===== src/ucr_defines.svh =====
// Overview of operation
// loopback feeds transmitter output into receiver
// software enables both directions for loopback
// unit enable runs port; off sets tx flags
// polarity flip inverts every transmitted level
// one start, one stop; 10/11 bit frames
// parity occupies character MSB, odd or even
// software keeps parity type stable mid-character
// wakeup by address mark or idle line
// idle counting starts after stop or start
// enabling transmitter sends an all-ones preamble
// disabling transmitter finishes current character first
// re-enable during transfer queues idle character
// software leaves enables alone while unit off
// receiver disable keeps receiver flags intact
// standby suppresses receiver irq, wakeup clears it
// break release sends break then one mark
// held break sends breaks back to back
// software avoids early break after empty flag
// received ninth bit captured with data buffer
// ninth tx bit loads with data; unreset
// four enables gate transmit and receive flags
// error request gated per error flag
// mark wakeup sets full; idle wakeup sets nothing
// buffer-to-shifter transfer and reset set empty
// preamble length follows selected frame length
`ifndef UCR_DEFINES_SVH
`define UCR_DEFINES_SVH

`define UCR_OFS_CTRL_ONE 8'h10
`define UCR_OFS_CTRL_TWO 8'h14
`define UCR_OFS_CTRL_THREE 8'h18
`define UCR_OFS_STATUS_ONE 8'h1c
`define UCR_OFS_DATA 8'h20
`define UCR_OFS_BAUD 8'h24

// ctrl_one fields
`define UCR_C1_LOOP 7
`define UCR_C1_UNIT 6
`define UCR_C1_POL 5
`define UCR_C1_NINE 4
`define UCR_C1_MARK 3
`define UCR_C1_ICNT 2
`define UCR_C1_PON 1
`define UCR_C1_ODD 0
// ctrl_two fields
`define UCR_C2_TEIE 7
`define UCR_C2_DNIE 6
`define UCR_C2_RFIE 5
`define UCR_C2_IDIE 4
`define UCR_C2_TXON 3
`define UCR_C2_RXON 2
`define UCR_C2_STBY 1
`define UCR_C2_BRK 0
// ctrl_three fields
`define UCR_C3_TX9 6
// status_one fields; low nibble of ctrl_three uses the same error order
`define UCR_S1_EMPTY 7
`define UCR_S1_DONE 6
`define UCR_S1_FULL 5
`define UCR_S1_IDLE 4
`define UCR_S1_OVR 3
`define UCR_S1_NOISE 2
`define UCR_S1_FRAME 1
`define UCR_S1_PAR 0

`define UCR_BAUD_RESET 16'h0043
`define UCR_OVERSAMPLE 4'hf
`define UCR_MID_LO 4'h7
`define UCR_MID_HI 4'h9

`endif


===== src/ucr_pkg.sv =====
package ucr_pkg;

typedef enum logic [1:0] {
    UCR_TX_IDLE,
    UCR_TX_SHIFT
} ucr_tx_state_t;

typedef enum logic [1:0] {
    UCR_RX_IDLE,
    UCR_RX_START,
    UCR_RX_BITS
} ucr_rx_state_t;

endpackage : ucr_pkg


===== src/ucr_serial_ctrl.sv =====
`timescale 1ns/1ns
`include "ucr_defines.svh"

module ucr_serial_ctrl
    import ucr_pkg::*;
(
    input wire logic clk_i,
    input wire logic rst_i,
    input wire logic cyc_i,
    input wire logic stb_i,
    input wire logic we_i,
    input wire logic [7:0] adr_i,
    input wire logic [3:0] sel_i,
    input wire logic [31:0] dat_i,
    output logic [31:0] dat_o,
    output logic ack_o,
    input wire logic rx_pin_i,
    output logic tx_pin_o,
    output logic tx_irq_o,
    output logic rx_irq_o,
    output logic err_irq_o
);

// ----------------------------------------------------------------
// register state
// ----------------------------------------------------------------
logic [7:0] ctrl_one_r;
logic [7:0] ctrl_two_r;
logic [3:0] err_en_r;
logic tx_ninth_r;
logic rx_ninth_r;
logic [7:0] status_r;
logic [7:0] tx_buf_r;
logic [7:0] rx_buf_r;
logic [15:0] baud_r;
logic [31:0] dat_r;
logic ack_r;

logic unit_on;
logic nine;
assign unit_on = ctrl_one_r[`UCR_C1_UNIT];
assign nine = ctrl_one_r[`UCR_C1_NINE];

logic acc;
logic wr;
logic rd;
assign acc = cyc_i & stb_i & ~ack_r;
assign wr = acc & we_i & sel_i[0];
assign rd = acc & ~we_i;

function automatic logic hit(input logic [7:0] a, input logic [7:0] ofs);
    hit = (a == ofs);
endfunction : hit

// ----------------------------------------------------------------
// wishbone slave: one wait state, unmapped reads give zero
// ----------------------------------------------------------------
always_ff @(posedge clk_i)
begin
    if (rst_i)
        ack_r <= 1'b0;
    else
        ack_r <= acc;
end

always_ff @(posedge clk_i)
begin
    if (rst_i)
        dat_r <= 32'h0;
    else if (rd)
    begin
        dat_r <= 32'h0;
        if (hit(adr_i, `UCR_OFS_CTRL_ONE))
            dat_r[7:0] <= ctrl_one_r;
        else if (hit(adr_i, `UCR_OFS_CTRL_TWO))
            dat_r[7:0] <= ctrl_two_r;
        else if (hit(adr_i, `UCR_OFS_CTRL_THREE))
            dat_r[7:0] <= {rx_ninth_r, tx_ninth_r, 2'b00, err_en_r};
        else if (hit(adr_i, `UCR_OFS_STATUS_ONE))
            dat_r[7:0] <= status_r;
        else if (hit(adr_i, `UCR_OFS_DATA))
            dat_r[7:0] <= rx_buf_r;
        else if (hit(adr_i, `UCR_OFS_BAUD))
            dat_r[15:0] <= baud_r;
    end
end

assign ack_o = ack_r;
assign dat_o = dat_r;

// ----------------------------------------------------------------
// control registers
// ----------------------------------------------------------------
logic unit_off_ev;
assign unit_off_ev = wr & hit(adr_i, `UCR_OFS_CTRL_ONE)
    & unit_on & ~dat_i[`UCR_C1_UNIT];

always_ff @(posedge clk_i)
begin
    if (rst_i)
        ctrl_one_r <= 8'h00;
    else if (wr && hit(adr_i, `UCR_OFS_CTRL_ONE))
        ctrl_one_r <= dat_i[7:0];
end

logic wake_ev;

always_ff @(posedge clk_i)
begin
    if (rst_i)
        ctrl_two_r <= 8'h00;
    else
    begin
        if (wr && hit(adr_i, `UCR_OFS_CTRL_TWO))
        begin
            ctrl_two_r[7:4] <= dat_i[7:4];
            ctrl_two_r[1:0] <= dat_i[1:0];
            // enables refused while unit off
            if (unit_on)
                ctrl_two_r[3:2] <= dat_i[3:2];
        end
        if (wake_ev)
            ctrl_two_r[`UCR_C2_STBY] <= 1'b0;
        if (unit_off_ev)
            ctrl_two_r[3:2] <= 2'b00;
    end
end

always_ff @(posedge clk_i)
begin
    if (rst_i)
        err_en_r <= 4'h0;
    else if (wr && hit(adr_i, `UCR_OFS_CTRL_THREE))
        err_en_r <= dat_i[3:0];
end

// ninth bits are left alone by reset
always_ff @(posedge clk_i)
begin
    if (wr && hit(adr_i, `UCR_OFS_CTRL_THREE))
        tx_ninth_r <= dat_i[`UCR_C3_TX9];
end

always_ff @(posedge clk_i)
begin
    if (rst_i)
        baud_r <= `UCR_BAUD_RESET;
    else if (wr && hit(adr_i, `UCR_OFS_BAUD))
        baud_r <= dat_i[15:0];
end

// ----------------------------------------------------------------
// baud generator: tick at sixteen times the bit rate
// ----------------------------------------------------------------
logic [15:0] bcnt_r;
logic tick;
assign tick = unit_on & (bcnt_r == 16'h0000);

always_ff @(posedge clk_i)
begin
    if (rst_i || !unit_on || bcnt_r == 16'h0000)
        bcnt_r <= baud_r;
    else
        bcnt_r <= bcnt_r - 16'h0001;
end

logic [3:0] flen;
assign flen = nine ? 4'hb : 4'ha;

// ----------------------------------------------------------------
// transmitter
// ----------------------------------------------------------------
ucr_tx_state_t tx_st_r;
logic [10:0] tx_sh_r;
logic [3:0] tx_left_r;
logic [3:0] tx_ph_r;
logic tx_line_r;
logic pre_q_r;
logic tail_q_r;
logic txon_d_r;
logic tx_pin_r;
logic tx_bit;
logic tx_load;
logic txon;
logic brk;
assign txon = ctrl_two_r[`UCR_C2_TXON];
assign brk = ctrl_two_r[`UCR_C2_BRK];
assign tx_bit = tick & (tx_ph_r == `UCR_OVERSAMPLE);

logic [7:0] lo8;
logic b8;
logic dpar;
always_comb
begin
    lo8 = tx_buf_r;
    dpar = nine ? (^tx_buf_r) : (^tx_buf_r[6:0]);
    dpar = dpar ^ ctrl_one_r[`UCR_C1_ODD];
    b8 = nine ? tx_ninth_r : 1'b1;
    if (ctrl_one_r[`UCR_C1_PON])
    begin
        if (nine)
            b8 = dpar;
        else
            lo8[7] = dpar;
    end
end

always_ff @(posedge clk_i)
begin
    if (rst_i || !unit_on)
        tx_ph_r <= 4'h0;
    else if (tick)
        tx_ph_r <= tx_ph_r + 4'h1;
end

always_ff @(posedge clk_i)
begin
    if (rst_i)
        txon_d_r <= 1'b0;
    else
        txon_d_r <= txon;
end

// a rising enable queues a preamble; mid-frame it waits for the end
always_ff @(posedge clk_i)
begin
    if (rst_i || !unit_on)
        pre_q_r <= 1'b0;
    else if (txon && !txon_d_r)
        pre_q_r <= 1'b1;
    else if (tx_bit && tx_left_r == 4'h0 && txon)
        pre_q_r <= 1'b0;
end

assign tx_load = tx_bit & (tx_left_r == 4'h0) & txon & ~pre_q_r
    & ~brk & ~tail_q_r & ~status_r[`UCR_S1_EMPTY];

always_ff @(posedge clk_i)
begin
    if (rst_i || !unit_on)
    begin
        tx_st_r <= UCR_TX_IDLE;
        tx_sh_r <= 11'h7ff;
        tx_left_r <= 4'h0;
        tx_line_r <= 1'b1;
        tail_q_r <= 1'b0;
    end
    else if (tx_bit)
    begin
        if (tx_st_r == UCR_TX_SHIFT && tx_left_r != 4'h0)
        begin
            tx_line_r <= tx_sh_r[0];
            tx_sh_r <= {1'b1, tx_sh_r[10:1]};
            tx_left_r <= tx_left_r - 4'h1;
        end
        else if (txon && pre_q_r)
        begin
            tx_st_r <= UCR_TX_SHIFT;
            tx_sh_r <= 11'h7ff;
            tx_line_r <= 1'b1;
            tx_left_r <= flen - 4'h1;
        end
        else if (txon && brk)
        begin
            // breaks abut with no mark
            tx_st_r <= UCR_TX_SHIFT;
            tx_sh_r <= 11'h000;
            tx_line_r <= 1'b0;
            tx_left_r <= flen - 4'h1;
            tail_q_r <= 1'b1;
        end
        else if (tail_q_r)
        begin
            // one mark after a break so a start is seen
            tx_st_r <= UCR_TX_SHIFT;
            tx_line_r <= 1'b1;
            tx_left_r <= 4'h0;
            tail_q_r <= 1'b0;
        end
        else if (tx_load)
        begin
            tx_st_r <= UCR_TX_SHIFT;
            tx_sh_r <= {2'b11, b8, lo8};
            tx_line_r <= 1'b0;
            tx_left_r <= flen - 4'h1;
        end
        else
        begin
            // idle: disabled transmitter only stops between frames
            tx_st_r <= UCR_TX_IDLE;
            tx_line_r <= 1'b1;
        end
    end
end

always_ff @(posedge clk_i)
begin
    if (rst_i)
        tx_pin_r <= 1'b1;
    else
        tx_pin_r <= tx_line_r ^ ctrl_one_r[`UCR_C1_POL];
end

assign tx_pin_o = tx_pin_r;

always_ff @(posedge clk_i)
begin
    if (wr && hit(adr_i, `UCR_OFS_DATA))
        tx_buf_r <= dat_i[7:0];
end

// ----------------------------------------------------------------
// receiver
// ----------------------------------------------------------------
logic rx_s1_r;
logic rx_s2_r;
always_ff @(posedge clk_i)
begin
    if (rst_i)
    begin
        rx_s1_r <= 1'b1;
        rx_s2_r <= 1'b1;
    end
    else
    begin
        rx_s1_r <= rx_pin_i;
        rx_s2_r <= rx_s1_r;
    end
end

logic rx_in;
assign rx_in = ctrl_one_r[`UCR_C1_LOOP] ? tx_line_r : rx_s2_r;

ucr_rx_state_t rx_st_r;
logic [3:0] rx_ph_r;
logic [3:0] rx_left_r;
logic [9:0] rx_sh_r;
logic [2:0] smp_r;
logic noisy_r;
logic [7:0] ones_r;
logic idle_armed_r;
logic idle_done_r;
logic rx_on;
logic maj;
logic mid;
logic fr_done;
logic idle_ev;
assign rx_on = unit_on & ctrl_two_r[`UCR_C2_RXON];
assign mid = tick & (rx_ph_r == `UCR_MID_HI);
assign maj = (smp_r[0] & smp_r[1]) | (smp_r[1] & rx_in)
    | (smp_r[0] & rx_in);
assign fr_done = mid & (rx_st_r == UCR_RX_BITS) & (rx_left_r == 4'h0);

always_ff @(posedge clk_i)
begin
    if (rst_i || !rx_on)
    begin
        // flags survive a disable
        rx_st_r <= UCR_RX_IDLE;
        rx_ph_r <= 4'h0;
        rx_left_r <= 4'h0;
        smp_r <= 3'b111;
        noisy_r <= 1'b0;
    end
    else if (tick)
    begin
        rx_ph_r <= rx_ph_r + 4'h1;
        if (rx_ph_r >= `UCR_MID_LO)
            smp_r <= {smp_r[1:0], rx_in};
        case (rx_st_r)
            UCR_RX_IDLE:
            begin
                rx_ph_r <= 4'h1;
                noisy_r <= 1'b0;
                if (!rx_in)
                    rx_st_r <= UCR_RX_START;
            end
            UCR_RX_START:
            begin
                if (mid)
                begin
                    noisy_r <= (smp_r[1:0] != {2{rx_in}});
                    if (maj)
                        rx_st_r <= UCR_RX_IDLE;
                    else
                    begin
                        rx_st_r <= UCR_RX_BITS;
                        rx_left_r <= flen - 4'h2;
                    end
                end
            end
            UCR_RX_BITS:
            begin
                if (mid)
                begin
                    rx_sh_r <= {maj, rx_sh_r[9:1]};
                    if (smp_r[1:0] != {2{rx_in}})
                        noisy_r <= 1'b1;
                    if (rx_left_r == 4'h0)
                        rx_st_r <= UCR_RX_IDLE;
                    else
                        rx_left_r <= rx_left_r - 4'h1;
                end
            end
            default:
                rx_st_r <= UCR_RX_IDLE;
        endcase
    end
end

// the stop bit is maj at fr_done
logic [8:0] ch;
logic msb;
logic perr;
logic nz;
always_comb
begin
    ch = nine ? rx_sh_r[9:1] : {1'b0, rx_sh_r[9:2]};
    msb = nine ? ch[8] : ch[7];
    perr = ctrl_one_r[`UCR_C1_PON]
        & ((nine ? (^ch) : (^ch[7:0])) ^ ctrl_one_r[`UCR_C1_ODD]);
    nz = noisy_r | (smp_r[1:0] != {2{rx_in}});
end

// idle counter in ticks of consecutive ones
always_ff @(posedge clk_i)
begin
    if (rst_i || !rx_on)
        ones_r <= 8'h00;
    else if (tick)
    begin
        if (!rx_in)
            ones_r <= 8'h00;
        else if (rx_st_r == UCR_RX_START)
            ones_r <= 8'h00;
        else if (rx_st_r == UCR_RX_BITS && ctrl_one_r[`UCR_C1_ICNT])
            ones_r <= 8'h00;
        else if (ones_r != 8'hff)
            ones_r <= ones_r + 8'h01;
    end
end

assign idle_ev = tick & ~idle_done_r & (ones_r == {flen, 4'h0});

always_ff @(posedge clk_i)
begin
    if (rst_i || !rx_on)
        idle_done_r <= 1'b0;
    else if (idle_ev)
        idle_done_r <= 1'b1;
    else if (tick && !rx_in)
        idle_done_r <= 1'b0;
end

logic stby;
logic deliver;
assign stby = ctrl_two_r[`UCR_C2_STBY];
// in standby only an address mark delivers
assign deliver = fr_done & (~stby | (ctrl_one_r[`UCR_C1_MARK] & msb));
assign wake_ev = stby & (ctrl_one_r[`UCR_C1_MARK]
    ? (fr_done & msb) : idle_ev);

always_ff @(posedge clk_i)
begin
    if (deliver && !status_r[`UCR_S1_FULL])
    begin
        rx_buf_r <= ch[7:0];
        rx_ninth_r <= nine ? ch[8] : ch[7];
    end
end

// ----------------------------------------------------------------
// status flags: low six write one to clear, a hardware set wins
// ----------------------------------------------------------------
logic [7:0] clr;
logic [7:0] set;
logic tx_quiet;
assign clr = (wr && hit(adr_i, `UCR_OFS_STATUS_ONE)) ? dat_i[7:0] : 8'h00;
assign tx_quiet = (tx_st_r == UCR_TX_IDLE) & ~pre_q_r & ~tail_q_r
    & ~(txon & brk);

always_comb
begin
    set = 8'h00;
    set[`UCR_S1_EMPTY] = tx_load;
    set[`UCR_S1_FULL] = deliver;
    // the idle that wakes the receiver is swallowed
    set[`UCR_S1_IDLE] = idle_ev & idle_armed_r & ~stby;
    set[`UCR_S1_OVR] = deliver & status_r[`UCR_S1_FULL];
    set[`UCR_S1_NOISE] = deliver & nz;
    set[`UCR_S1_FRAME] = deliver & ~maj;
    set[`UCR_S1_PAR] = deliver & perr;
end

always_ff @(posedge clk_i)
begin
    if (rst_i)
        idle_armed_r <= 1'b0;
    else if (deliver)
        idle_armed_r <= 1'b1;
    else if (set[`UCR_S1_IDLE] || clr[`UCR_S1_IDLE])
        idle_armed_r <= 1'b0;
end

always_ff @(posedge clk_i)
begin
    if (rst_i)
        status_r <= 8'hc0;
    else if (!unit_on)
    begin
        status_r[`UCR_S1_EMPTY] <= 1'b1;
        status_r[`UCR_S1_DONE] <= 1'b1;
        status_r[5:0] <= (status_r[5:0] & ~clr[5:0]) | set[5:0];
    end
    else
    begin
        if (tx_load)
            status_r[`UCR_S1_EMPTY] <= 1'b1;
        else if (wr && hit(adr_i, `UCR_OFS_DATA))
            status_r[`UCR_S1_EMPTY] <= 1'b0;
        status_r[`UCR_S1_DONE] <= status_r[`UCR_S1_EMPTY] & tx_quiet
            & ~tx_load;
        status_r[5:0] <= (status_r[5:0] & ~clr[5:0]) | set[5:0];
    end
end

// ----------------------------------------------------------------
// interrupt request lines
// ----------------------------------------------------------------
always_ff @(posedge clk_i)
begin
    if (rst_i)
    begin
        tx_irq_o <= 1'b0;
        rx_irq_o <= 1'b0;
        err_irq_o <= 1'b0;
    end
    else
    begin
        tx_irq_o <= unit_on & (
            (ctrl_two_r[`UCR_C2_TEIE] & status_r[`UCR_S1_EMPTY])
            | (ctrl_two_r[`UCR_C2_DNIE] & status_r[`UCR_S1_DONE]));
        rx_irq_o <= ~stby & (
            (ctrl_two_r[`UCR_C2_RFIE] & status_r[`UCR_S1_FULL])
            | (ctrl_two_r[`UCR_C2_IDIE] & status_r[`UCR_S1_IDLE]));
        err_irq_o <= |(err_en_r & status_r[3:0]);
    end
end

endmodule : ucr_serial_ctrl


===== config.mk =====
export PLATFORM = sky130hd
export DESIGN_NAME = ucr_serial_ctrl
export DESIGN_NICKNAME = d
export VERILOG_FILES = /design/src/ucr_pkg.sv /design/src/ucr_serial_ctrl.sv
export VERILOG_INCLUDE_DIRS = /design/src
export SDC_FILE = /design/constraint.sdc
export NUM_CORES = 1
export LEC_CHECK = 0
export BUFFER_PORTS_ARGS = -buffer_cell sky130_fd_sc_hd__buf_2
export CAP_MARGIN = 10
export CORE_UTILIZATION = 30
export DETAILED_ROUTE_END_ITERATION = 10
export PLACE_DENSITY = 0.54
export SLEW_MARGIN = 20
export SYNTH_ARGS = -nofsm -noshare
export SYNTH_HDL_FRONTEND = slang
export SYNTH_SLANG_ARGS = --single-unit

===== constraint.sdc =====
create_clock -name clk_i -period 3.12 [get_ports clk_i]
set_input_delay 0.312 -clock clk_i [delete_from_list [all_inputs] [get_ports clk_i]]
set_output_delay 0.312 -clock clk_i [all_outputs]
set_load 0.1 [all_outputs]

-- After elaboration in Yosys (flattened, before gate mapping)
Index checks and enable logic that the tools add are counted.
- $add $sub $neg: 8
- $lt $le $gt $ge: 1
- equality and inequality tests: 23
- muxes and demuxes: 71
- bitwise operators: 77
- reduce and logical (&&, ||, !) cells: 57
- operators with widths (cell ; number):
    two-way mux 8 bit ; 14
    two-way mux 11 bit ; 5
    bitwise AND 1 bit ; 48
    two-way mux 4 bit ; 10
    == test 8 x 5 -> 1 bit, second input constant ; 4
    two-way mux 16 bit ; 2
    two-way mux 1 bit ; 30
    == test 8 x 6 -> 1 bit, second input constant ; 2
    logical NOT 16 bit ; 1
    inverter 1 bit ; 16
    XOR reduction 8 bit ; 2
    subtractor 16 x 1 -> 16 bit, second input constant ; 1
    logical AND 1 bit ; 15
    subtractor 4 x 1 -> 4 bit, second input constant ; 3
    two-way mux 2 bit ; 5
    != test 2 bit, second input constant ; 5
    AND reduction 2 bit ; 5
    AND reduction 5 bit ; 2
    two-way mux 9 bit ; 1
    XOR reduction 9 bit ; 1
    adder 4 x 1 -> 4 bit, second input constant ; 2
    adder 8 x 1 -> 8 bit, second input constant ; 1
    == test 4 bit, second input constant ; 2
    == test 8 bit ; 1
    other kinds (33) ; 59
- flip-flop bits (word level): 159
- input bits: 50
- output and inout port bits: 37
- logic and storage cells: 276

-- Logic depth before layout (Yosys ltp)
Gate-level depths: netlist of run 1.
- depth in word-level cells: 14
- depth in mapped cells: 9
- depth with buffers taken out: 8

-- Worst setup path after synthesis of run 1
No wires, ideal clock.
- path kind: flip-flop to flip-flop
- start: register bcnt_r[0]
- end: register rx_buf_r[0], enable pin
- library setup time: 374 ps
- arrival: 1964 ps
- required time: 2746 ps
- slack: 781 ps
- cell stages (with the launch flop): 8
- path buffers: 1
- clock period less this slack: 2339 ps
- cell sequence: dfxtp_1 > inv_1 > ha_1 > or4b_1 > buf_2 > nor3_1 > nand3_1 > nor2_1
- cells in the longest elaborated chain, start to end: 7
- ends and longest elaborated chain (what ; line ; RTL):
    from (decl) ; ucr_serial_ctrl.sv:155 ; logic [15:0] bcnt_r;
    from (signal assigned) ; ucr_serial_ctrl.sv:162 ; bcnt_r <= baud_r;
    from (signal assigned) ; ucr_serial_ctrl.sv:164 ; bcnt_r <= bcnt_r - 16'h0001;
    logical NOT 16 bit ; ucr_serial_ctrl.sv:157 ; assign tick = unit_on & (bcnt_r == 16'h0000);
    bitwise AND 1 bit ; ucr_serial_ctrl.sv:157 ;
    bitwise AND 1 bit ; ucr_serial_ctrl.sv:349 ; assign mid = tick & (rx_ph_r == `UCR_MID_HI);
    bitwise AND 1 bit (2 in a row) ; ucr_serial_ctrl.sv:352 ; assign fr_done = mid & (rx_st_r == UCR_RX_BITS) & (rx_left_r == 4'h0);
    bitwise AND 1 bit ; ucr_serial_ctrl.sv:459 ; assign deliver = fr_done & (~stby | (ctrl_one_r[`UCR_C1_MARK] & msb));
    logical AND 1 bit ; ucr_serial_ctrl.sv:465 ; if (deliver && !status_r[`UCR_S1_FULL])
    to (signal assigned) ; ucr_serial_ctrl.sv:467 ; rx_buf_r <= ch[7:0];
    to (decl) ; ucr_serial_ctrl.sv:34 ; logic [7:0] rx_buf_r;
No other way between the ends.
A chain may end at the register's enable or synchronous reset.

-- Worst setup path after layout of run 1
- start: register bcnt_r[0]
- end: register rx_sh_r[2], enable pin
- cells in the longest elaborated chain, start to end: 4
- ends and longest elaborated chain (what ; line ; RTL):
    logical NOT 16 bit (*) ; ucr_serial_ctrl.sv:157 ;
    bitwise AND 1 bit (*) ; ucr_serial_ctrl.sv:157 ;
    bitwise AND 1 bit ; ucr_serial_ctrl.sv:349 ;
    AND reduction 4 bit (no line) (*) ; n/a ;
    to (signal assigned) ; ucr_serial_ctrl.sv:396 ; rx_sh_r <= {maj, rx_sh_r[9:1]};
    to (decl) ; ucr_serial_ctrl.sv:337 ; logic [9:0] rx_sh_r;
Mark *: on every way between the ends. The rest lies on a longest branch, timed or not.

==> impl_results.md, run 1 <==
* Place WS at 0.641 ns
* Top_reg_cell synth: dfxtp_1
* Setup crit start kind: flip-flop
* R2r setup slk at between 0.6 and 0.7 ns
* Worst Setup SP: bcnt_r[0]$_DFF_P_
* EDFF count, synth at 27
* Worst setup path endpoint: rx_sh_r[2]$_DFFE_PP_
* Max-slew headroom at between 50% and 60%
* Top cells by area, synth: dfxtp_1, edfxtp_1, nand2_1
* Area growth syn-to-layout at 14.8%
* Pin count of the biggest net entering global routing at 60
* Routed length per instance at 16.0 µm
* Post-Syn Area per Cell at 9.03 µm²
* RSZ-0062 raised after global routing: no
* Post-Synthesis Cells at around 850
* Tot Pwr at 4.31 mW
* Hold Vio Cnt, Final at 0
* Vias/cell at 5.06
* Post-Route Utilization at about a third
* Sink Count at ~160
* Initial Util at between 30% and 40%
* Worst-Skew Late Latency at 0.43 ns
* Antenna Violating Nets Remaining at 0
* Status: completed
* Worst Path Arrival at ~2.5 ns
* Fin nets at 965
* Yosys top cell area share at approximately a third
* Layout cells sized above 1 at 15.7%
* Hold Buf Count CTS at 0
* Dpl cell area at 8280 µm²
* Worst Clk Skew at 0.0129 ns
* Synth area leader: dfxtp_1
* CTS root buf: clkbuf_16
* RR Startpoint: bcnt_r[0]$_DFF_P_
* Pre-Repair DR Iteration Count at 5
* DP HPWL at 14200 µm
* Dpl cells at approximately 1200
* Seq/Total Area, Yosys at between 40% and 50%
* Placer congestion estimate at 0.790
* Num CTS Buffers at 17
* Vias in the first global route at 5830
* Leak at between 3 and 4 nW
* Post-synth ARST share at 0%
* HP Class: in -> reg
* DRC errors left at 0
* Cell row count at 58
* Final period util at 77.8%
* Yosys cell types at 75
* Grt total ovfl at 0
* IO buf count at between 50 and 60
* Height of the die at 162 µm
* 1st-iter DRT viols at 482
* Die Area at 26300 µm²
* Critical Path Fanout Max at 9
* Core Area at 25200 µm²
* CTS tree: yes
* Max Freq at roughly 410 MHz
* Critical Path RT at ~3.2 ns
* Final instance area at 8840 µm²
* Initial antenna violation count at 0
* Vias at approximately 6300
* RR Endpoint: rx_sh_r[2]$_DFFE_PP_
* Endpoints failing setup at 0
* Max cap viols at 0
* Final non-filler cell total at 1241
* Clock tree buffer depth at 2
* Boundary Pins at 87
* Clock transition at path regs at around 0.060 ns
* Top post-synthesis cells by count: dfxtp_1, nand2_1, a21oi_1
* Final worst slack at 0.694 ns
* Final min period at 2.43 ns
* Depth of the CTS H-tree at 4
* Max-slew violations at 0
* Setup Fix Bufs, Post-CTS at 0
* Routed wire length at 19800 µm
* CP Capture Type: flip-flop
* Worst Tran Pin Value at 0.747 ns
* PwrDens at around 490 nW/µm²
* Gr usage total at 15.4%
* First-pass GRT wire length at 31600 µm
* Worst Setup Path Type: reg -> reg
* CTS resizes at 0
* Count leader, synth: dfxtp_1
* WHS at 0.0646 ns
* FF-to-FF path depth at 5
* Antenna cells at 0
* Post-Syn Area at between 7000 and 8000 µm²
* Synth Warn # at 0
* Max VDD drop at 0.000405 V
* Synthesized flop and latch total at 157
* Setup TNS at 0 ns
* Die width at 162 µm
power breakdown:
part           internal (mW)  switching, mW  leakage (nW)
sequential              2.06        0.00318          1.29
combinational         0.0378          0.195          1.66
clock                   1.11          0.900         0.277
final cells by class:
| cell class | instances | area, µm² |
|---|---|---|
| tap | 330 | 413 |
| fill | 2584 | 16300 |
| clock buffer | 17 | 425 |
| sequential | 157 | 3410 |
| inverter | 26 | 97.6 |
| clock inverter | 15 | 135 |
| multi-input combinational | 622 | 3920 |
| timing repair buffer | 74 | 428 |
how the worst min path moves through the flow:
stage / start / to / slack (ns) / depth (start not counted)
finish: rx_pin_i / rx_s1_r$_SDFF_PP1_ / 0.06 / 2
global route: rx_pin_i / rx_s1_r$_SDFF_PP1_ / 0.06 / 2
global placement: rx_s1_r$_SDFF_PP1_ / rx_s2_r$_SDFF_PP1_ / 0.40 / 1
CTS: rx_pin_i / rx_s1_r$_SDFF_PP1_ / 0.05 / 2
detailed placement: rx_s1_r$_SDFF_PP1_ / rx_s2_r$_SDFF_PP1_ / 0.40 / 1
floorplan: rx_s1_r$_SDFF_PP1_ / rx_s2_r$_SDFF_PP1_ / 0.39 / 1
cell families after synthesis:
kind of cell	Yosys count	synth area share, %
buf+inv	88	5.51
simple gates	323	21.9
other cells	1	0.0487
mux	33	4.46
xor+xnor	33	4.31
fa+ha+maj	17	2.76
flops	157	44.4
compound gates	200	16.7
placed cells by master, fill, tap and decap left out, types with 6 or more instances in the layout:
cell type / Yosys / routed
a22oi_1: 16 / 16
conb_1: 1 / 16
buf_2: 9 / 51
dfxtp_1: 130 / 130
mux2i_1: 23 / 23
and3_1: 6 / 6
ha_1: 17 / 17
o211ai_1: 6 / 6
nand4_1: 6 / 6
nand3_1: 48 / 48
clkbuf_16: 0 / 17
xor2_1: 11 / 11
mux2_2: 10 / 10
nor4_1: 8 / 8
o21ai_0: 41 / 41
or2_2: 8 / 8
nand2_1: 118 / 118
edfxtp_1: 27 / 27
a311oi_1: 8 / 7
nor2_1: 61 / 61
nor3_1: 10 / 10
xnor2_1: 19 / 19
a2bb2oi_1: 13 / 13
inv_1: 26 / 26
and2_1: 7 / 7
a21oi_1: 72 / 72
or3_1: 8 / 8
buf_4: 20 / 23
worst max-delay path, stage by stage, from the launching register on:
cell and delay (ns):
dfxtp_1 0.34, inv_1 0.09, ha_1 0.17, or4b_1 0.56, nor3_1 0.43, and3_1 0.49
registers in the layout, summed over array words and instances (netlist names), 8 cells and up:
register	flops
ones_r	8
status_r	8
tx_buf_r	8
rx_buf_r	8
rx_sh_r	9
ctrl_one_r	8
tx_sh_r	11
bcnt_r	16
dat_o	16
baud_r	16
ctrl_two_r	8
routing by layer:
metal	routed length (µm)	vias up	global-route usage, %	share of wire, %
li1	-	3116	-	-
met1	9840	3007	21.5	50
met2	8990	141	24.0	45
met3	850	12	3.60	4.3
met4	141	0	3.47	0.71
met5	0	-	0	0
Power figures use the tool's default switching activity.
==> run 2, diff against run 1 <==
--- a/config.mk
+++ b/config.mk
@@ -6,11 +6,12 @@
 export SDC_FILE = /design/constraint.sdc
 export NUM_CORES = 1
 export LEC_CHECK = 0
+export ABC_AREA = 1
 export BUFFER_PORTS_ARGS = -buffer_cell sky130_fd_sc_hd__buf_2
 export CAP_MARGIN = 10
 export CORE_UTILIZATION = 30
 export DETAILED_ROUTE_END_ITERATION = 10
-export PLACE_DENSITY = 0.54
+export PLACE_DENSITY = 0.55
 export SLEW_MARGIN = 20
 export SYNTH_ARGS = -nofsm -noshare
 export SYNTH_HDL_FRONTEND = slang
==> constraint.sdc (replaced) <==
create_clock -name clk_i -period 2.2 [get_ports clk_i]
set_input_delay 0.22 -clock clk_i [delete_from_list [all_inputs] [get_ports clk_i]]
set_output_delay 0.22 -clock clk_i [all_outputs]
set_load 0.1 [all_outputs]
==> impl_results.md, run 2 <==
* Depth of the CTS H-tree at 4
* Sink Count at approximately 160
* Worst Path Arrival at 2.22 ns
* Worst-Skew Late Latency at 0.43 ns
* Place WS at 0.0714 ns
* Critical Path Fanout Max at 9
* Antenna cells at 0
* Max Freq at 481 MHz
* Initial antenna violation count at 0
* Routed wire length at about 20000 µm
* Setup TNS at 0 ns
* Switching power share of the total at 25.0%
* Pre-Repair DR Iteration Count at 5
* DRC errors left at 0
* CTS root buf: clkbuf_16
* Cell row count at 58
* EDFF count, synth at 27
* Setup crit start kind: flip-flop
* Core Area at 25200 µm²
* Height of the die at 162 µm
* Vias/cell at 4.63
* First-pass GRT wire length at 32700 µm
* Leak at roughly 3.8 nW
* Routed length per instance at 13.9 µm
* Top_reg_cell synth: dfxtp_1
* Synthesized flop and latch total at 157
* Part of the power in registers at between 40% and 50%
* Initial Util at between 30% and 40%
* Critical Path RT at about 2.3 ns
* Post-synth ARST share at 0%
* Synth Warn # at 0
* Post-Synthesis Cells at just over 1000
* Final period util at 94.5%
* CP Capture Type: flip-flop
* Worst Setup Path Type: reg -> reg
* Vias at 6741
* Clock transition at path regs at 0.07 ns
* Gate power share at 4.6%
* Pin count of the biggest net entering global routing at 34
* Worst Clk Skew at 0.00935 ns
* CTS tree: yes
* Antenna Violating Nets Remaining at 0
* R2r setup slk at 0.12 ns
* Vias in the first global route at ~6300
* Max VDD drop at 0.000371 V
* Placer congestion estimate at roughly 0.82
* Area growth syn-to-layout at 17.5%
* HP Class: in -> reg
* Clk pwr share at between 40 and 50%
* Grt total ovfl at 0
* Layout cells sized above 1 at 14.6%
* Int Power at 4.49 mW
* Fin nets at 1180
* Max cap viols at 0
* Worst Tran Pin Value at about 0.79 ns
* Endpoints failing setup at 0
* Max-slew violations at 0
* 1st-iter DRT viols at ~440
* Post-Syn Area per Cell at 7.45 µm²
* Commonest non-fill, non-tap cells in the layout: nand2_1, dfxtp_1, inv_1, nor2_1, a21oi_1
* Count leader, synth: nand2_1
* Num CTS Buffers at 17
* Synth area leader: dfxtp_1
* Max-slew headroom at 47.2%
* PwrDens at 660 nW/µm²
* Clock tree buffer depth at 2
* Yosys top cell area share at 33.7%
* Final worst slack at 0.122 ns
* Die Area at 26400 µm²
* Gr usage total at 16.0%
* Hold Vio Cnt, Final at 0
* Top post-synthesis cells by count: nand2_1, dfxtp_1, inv_1
* IO buf count at 51
* DP HPWL at 15200 µm
* Top cells by area, synth: dfxtp_1, nand2_1, edfxtp_1
* Seq/Total Area, Yosys at 44.2%
* Die width at 162 µm
* Boundary Pins at between 80 and 90
* Status: completed
* Yosys cell types at slightly above 50
* Final min period at 2.08 ns
* Sw Pwr at 1.49 mW
* Post-Syn Area at 7710 µm²
* Most common cell after layout, fill and taps aside: nand2_1
## run 2: layout make-up
type | count | area [µm²]
multi-input combinational | 727 | 3670
fill | 2666 | 16100
sequential | 157 | 3410
inverter | 123 | 462
clock buffer | 18 | 450
timing repair buffer | 87 | 553
clock inverter | 14 | 103
tap | 330 | 413
## run 2: metal layers
metal,vias up,part of all wire [%],GRT usage [%]
li1,3525,-,-
met1,3066,50,21.9
met2,131,44,24.9
met3,19,4.5,3.69
met4,0,1.4,4.37
met5,-,0,0
## run 2: logic make-up (layout without fill, tap and decap cells)
logic type      Yosys count  after routing  synth area share (%)
simple gates            467            467                  27.3
other cells               1             16                0.0486
xor+xnor                 13             13                  1.48
flops                   157            157                  44.2
compound gates          214            214                  15.0
buf+inv                 167            242                  9.13
fa+ha+maj                17             17                  2.76
## run 2: path summary, 6_finish.rpt
kind / start / end / depth (start not counted)
setup / recovery: bcnt_r[0]$_DFF_P_ / rx_buf_r[2]$_DFFE_PP_ / 11
hold / removal: dat_i[13] / baud_r[13]$_SDFFE_PP0P_ / 3
setup reg to reg: bcnt_r[0]$_DFF_P_ / rx_buf_r[2]$_DFFE_PP_ / 11
hold reg to reg: ctrl_two_r[1]$_SDFFE_PP0P_ / ctrl_two_r[1]$_SDFFE_PP0P_ / 1
## run 2: worst max-delay path, cell delays in order, from the launching register on
cell and delay [ns]:
dfxtp_1 0.31, inv_1 0.07, ha_1 0.18, nand3_1 0.13, nor2_4 0.17, nand2_2 0.13, nor2_8 0.13, nand4_2 0.11
nor2_2 0.12, nand3b_1 0.12, nor2_2 0.18, buf_12 0.14
## run 2: metrics by stage
| stage | instance area, µm² | hold slack, ns | utilization (%) | power, mW | std cells |
|---|---|---|---|---|---|
| after global routing | 9060 | 0.0156 | 36.0 | 6.21 | 1456 |
| after CTS | 9040 | 0.00120 | 35.9 | 6.05 | 1454 |
| after floorplan | 7780 | 0.319 | - | 3.20 | 1051 |
| after global placement | 8430 | 0.406 | 33.5 | 3.25 | 1416 |
| after detailed placement | 8430 | 0.404 | 33.5 | 3.25 | 1416 |
| final | 9060 | 0.0164 | 36.0 | 5.98 | 1456 |
## run 2: what timing repair did
action	CTS	global route
hold buffers	6	0
gates resized for setup	0	3
endpoints found under the hold margin	6	0
setup endpoints to repair	0	14
buffers inserted	0	2
## run 2: power by group through the flow
stage | Sequential [mW] | Clock, mW | Combinational (mW)
2_1_floorplan | 3.00 | 0 | 0.202
3_3_place_gp | 2.98 | 0 | 0.265
3_5_place_dp | 2.98 | 0 | 0.266
4_1_cts | 2.92 | 2.86 | 0.275
5_1_grt | 2.92 | 3.00 | 0.290
6_report | 2.92 | 2.79 | 0.276
==> run 3, diff against run 2 <==
--- a/config.mk
+++ b/config.mk
@@ -6,7 +6,6 @@
 export SDC_FILE = /design/constraint.sdc
 export NUM_CORES = 1
 export LEC_CHECK = 0
-export ABC_AREA = 1
 export BUFFER_PORTS_ARGS = -buffer_cell sky130_fd_sc_hd__buf_2
 export CAP_MARGIN = 10
 export CORE_UTILIZATION = 30
==> impl_results.md, run 3 (synthesis gave the netlist of run 1 again) <==
* Max-slew headroom at roughly two thirds
* IO buf count at 51
* DP HPWL at 14900 µm
* Routed wire length at ~20000 µm
* Vias/cell at 4.97
* Multi-input logic area at ~4000 µm²
* Layout cells sized above 1 at 22.1%
* Setup TNS at 0 ns
* Hold Vio Cnt, Final at 0
* Sink Count at 157
* Clock transition at path regs at 0.07 ns
* Status: completed
* Setup crit start kind: flip-flop
* Worst Clk Skew at about 0.014 ns
* Final period util at a little over nine tenths
* Core Area at between 20000 and 30000 µm²
* Dpl cell area at between 8000 and 9000 µm²
* Height of the die at 162 µm
* Max cap viols at 0
* Vias in the first global route at roughly 6200
* Leak at 3.56 nW
* Fin nets at 1021
* FILL cells at between 2000 and 3000
* Worst-Skew Late Latency at 0.43 ns
* Die Area at 26300 µm²
* Max-slew violations at 0
* DRC errors left at 0
* Endpoints failing setup at 0
* 1st-iter DRT viols at just under 600
* Max VDD drop at 0.000636 V
* Place WS at -0.0609 ns
* Gr usage total at 16.1%
* WHS at 0.0272 ns
* CP Capture Type: flip-flop
* Cell row count at 58
* Max Freq at 464 MHz
* Depth of the CTS H-tree at 4
* Post-Route Utilization at 37.5%
* Boundary Pins at 87
* Critical Path Fanout Max at 4
* Final min period at 2.15 ns
* Worst Setup Path Type: reg -> reg
* Vias at 6442
* Pin count of the biggest net entering global routing at 33
* HP Class: in -> reg
* Critical Path RT at 2.53 ns
* CTS tree: yes
* Initial antenna violation count at 0
* Sequential cell area at ~3400 µm²
* Worst Path Arrival at 2.49 ns
* Commonest non-fill, non-tap cells in the layout: dfxtp_1, nand2_1, a21oi_1, buf_4, nor2_1
* Antenna cells at 0
* Clock tree buffer depth at 2
* Most common cell after layout, fill and taps aside: dfxtp_1
* First-pass GRT wire length at approximately 33000 µm
* Num CTS Buffers at 17
* Pre-Repair DR Iteration Count at 5
* PwrDens at 659 nW/µm²
* CTS root buf: clkbuf_16
* Initial Util at a little under a third
* Worst Tran Pin Value at 0.528 ns
* Antenna Violating Nets Remaining at 0
* Grt total ovfl at 0
* RSZ-0062 raised after global routing: yes
* Area growth syn-to-layout at 22.8%
* Die width at 162 µm
* Placer congestion estimate at 0.834
* Final instance area at 9450 µm²
* Routed length per instance at ~16 µm
* Final worst slack at between 0.04 and 0.05 ns
-- run 3: what timing repair did --
action                     in CTS  in global routing
buffers inserted                2                  2
resized for setup               4                 18
hold buffers                    1                  0
setup endpoints to repair      22                 24
hold endpoints to repair        1                  0
gates cloned                    0                  0
pin swaps                       4                  6
-- run 3: metal layers --
| layer | vias up | GRT usage (%) | wire, µm |
|---|---|---|---|
| li1 | 3217 | - | - |
| met1 | 3084 | 22.2 | 9930 |
| met2 | 127 | 25.6 | 9370 |
| met3 | 14 | 3.14 | 769 |
| met4 | 0 | 4.07 | 230 |
| met5 | - | 0 | 0 |
-- run 3: path summary, 6_finish.rpt --
kind	slack, ns	startpoint	cells past startpoint	to
setup / recovery	0.05	ctrl_one_r[7]$_SDFFE_PP0P_	8	rx_left_r[0]$_SDFFE_PP0P_
hold reg to reg	0.45	dat_o[8]$_SDFFE_PP0P_	2	dat_o[8]$_SDFFE_PP0P_
hold / removal	0.03	dat_i[12]	3	baud_r[12]$_SDFFE_PP0P_
setup reg to reg	0.05	ctrl_one_r[7]$_SDFFE_PP0P_	8	rx_left_r[0]$_SDFFE_PP0P_
-- run 3: layout make-up --
cell class | instances | area share, %
Inverter | 26 | 1.03
Clock buffer | 20 | 4.85
Timing Repair Buffer | 130 | 9.92
Multi-Input combinational cell | 622 | 42.4
Sequential cell | 157 | 36.1
Clock inverter | 12 | 1.31
Tap cell | 330 | 4.37
-- run 3: through the flow --
stage	std cells	power [mW]
3_5_place_dp	1260	3.33
5_1_grt	1297	6.45
6_report	1297	6.23
4_1_cts	1295	6.29
3_3_place_gp	1260	3.33
2_1_floorplan	867	3.27
-- run 3: critical path: stages, from the launching register on --
cell	delay, ns
dfxtp_2	0.34
mux2_4	0.34
ha_4	0.18
a211oi_4	0.29
buf_4	0.17
inv_2	0.03
a21o_1	0.20
o41a_1	0.34
a311oi_2	0.19
-- run 3: power breakdown --
part / leakage, nW / internal [mW] / switching, mW
logic: 1.98 / 0.0601 / 0.279
clock network: 0.286 / 1.66 / 1.30
registers: 1.29 / 2.92 / 0.00416
total: 3.56 / 4.64 / 1.58
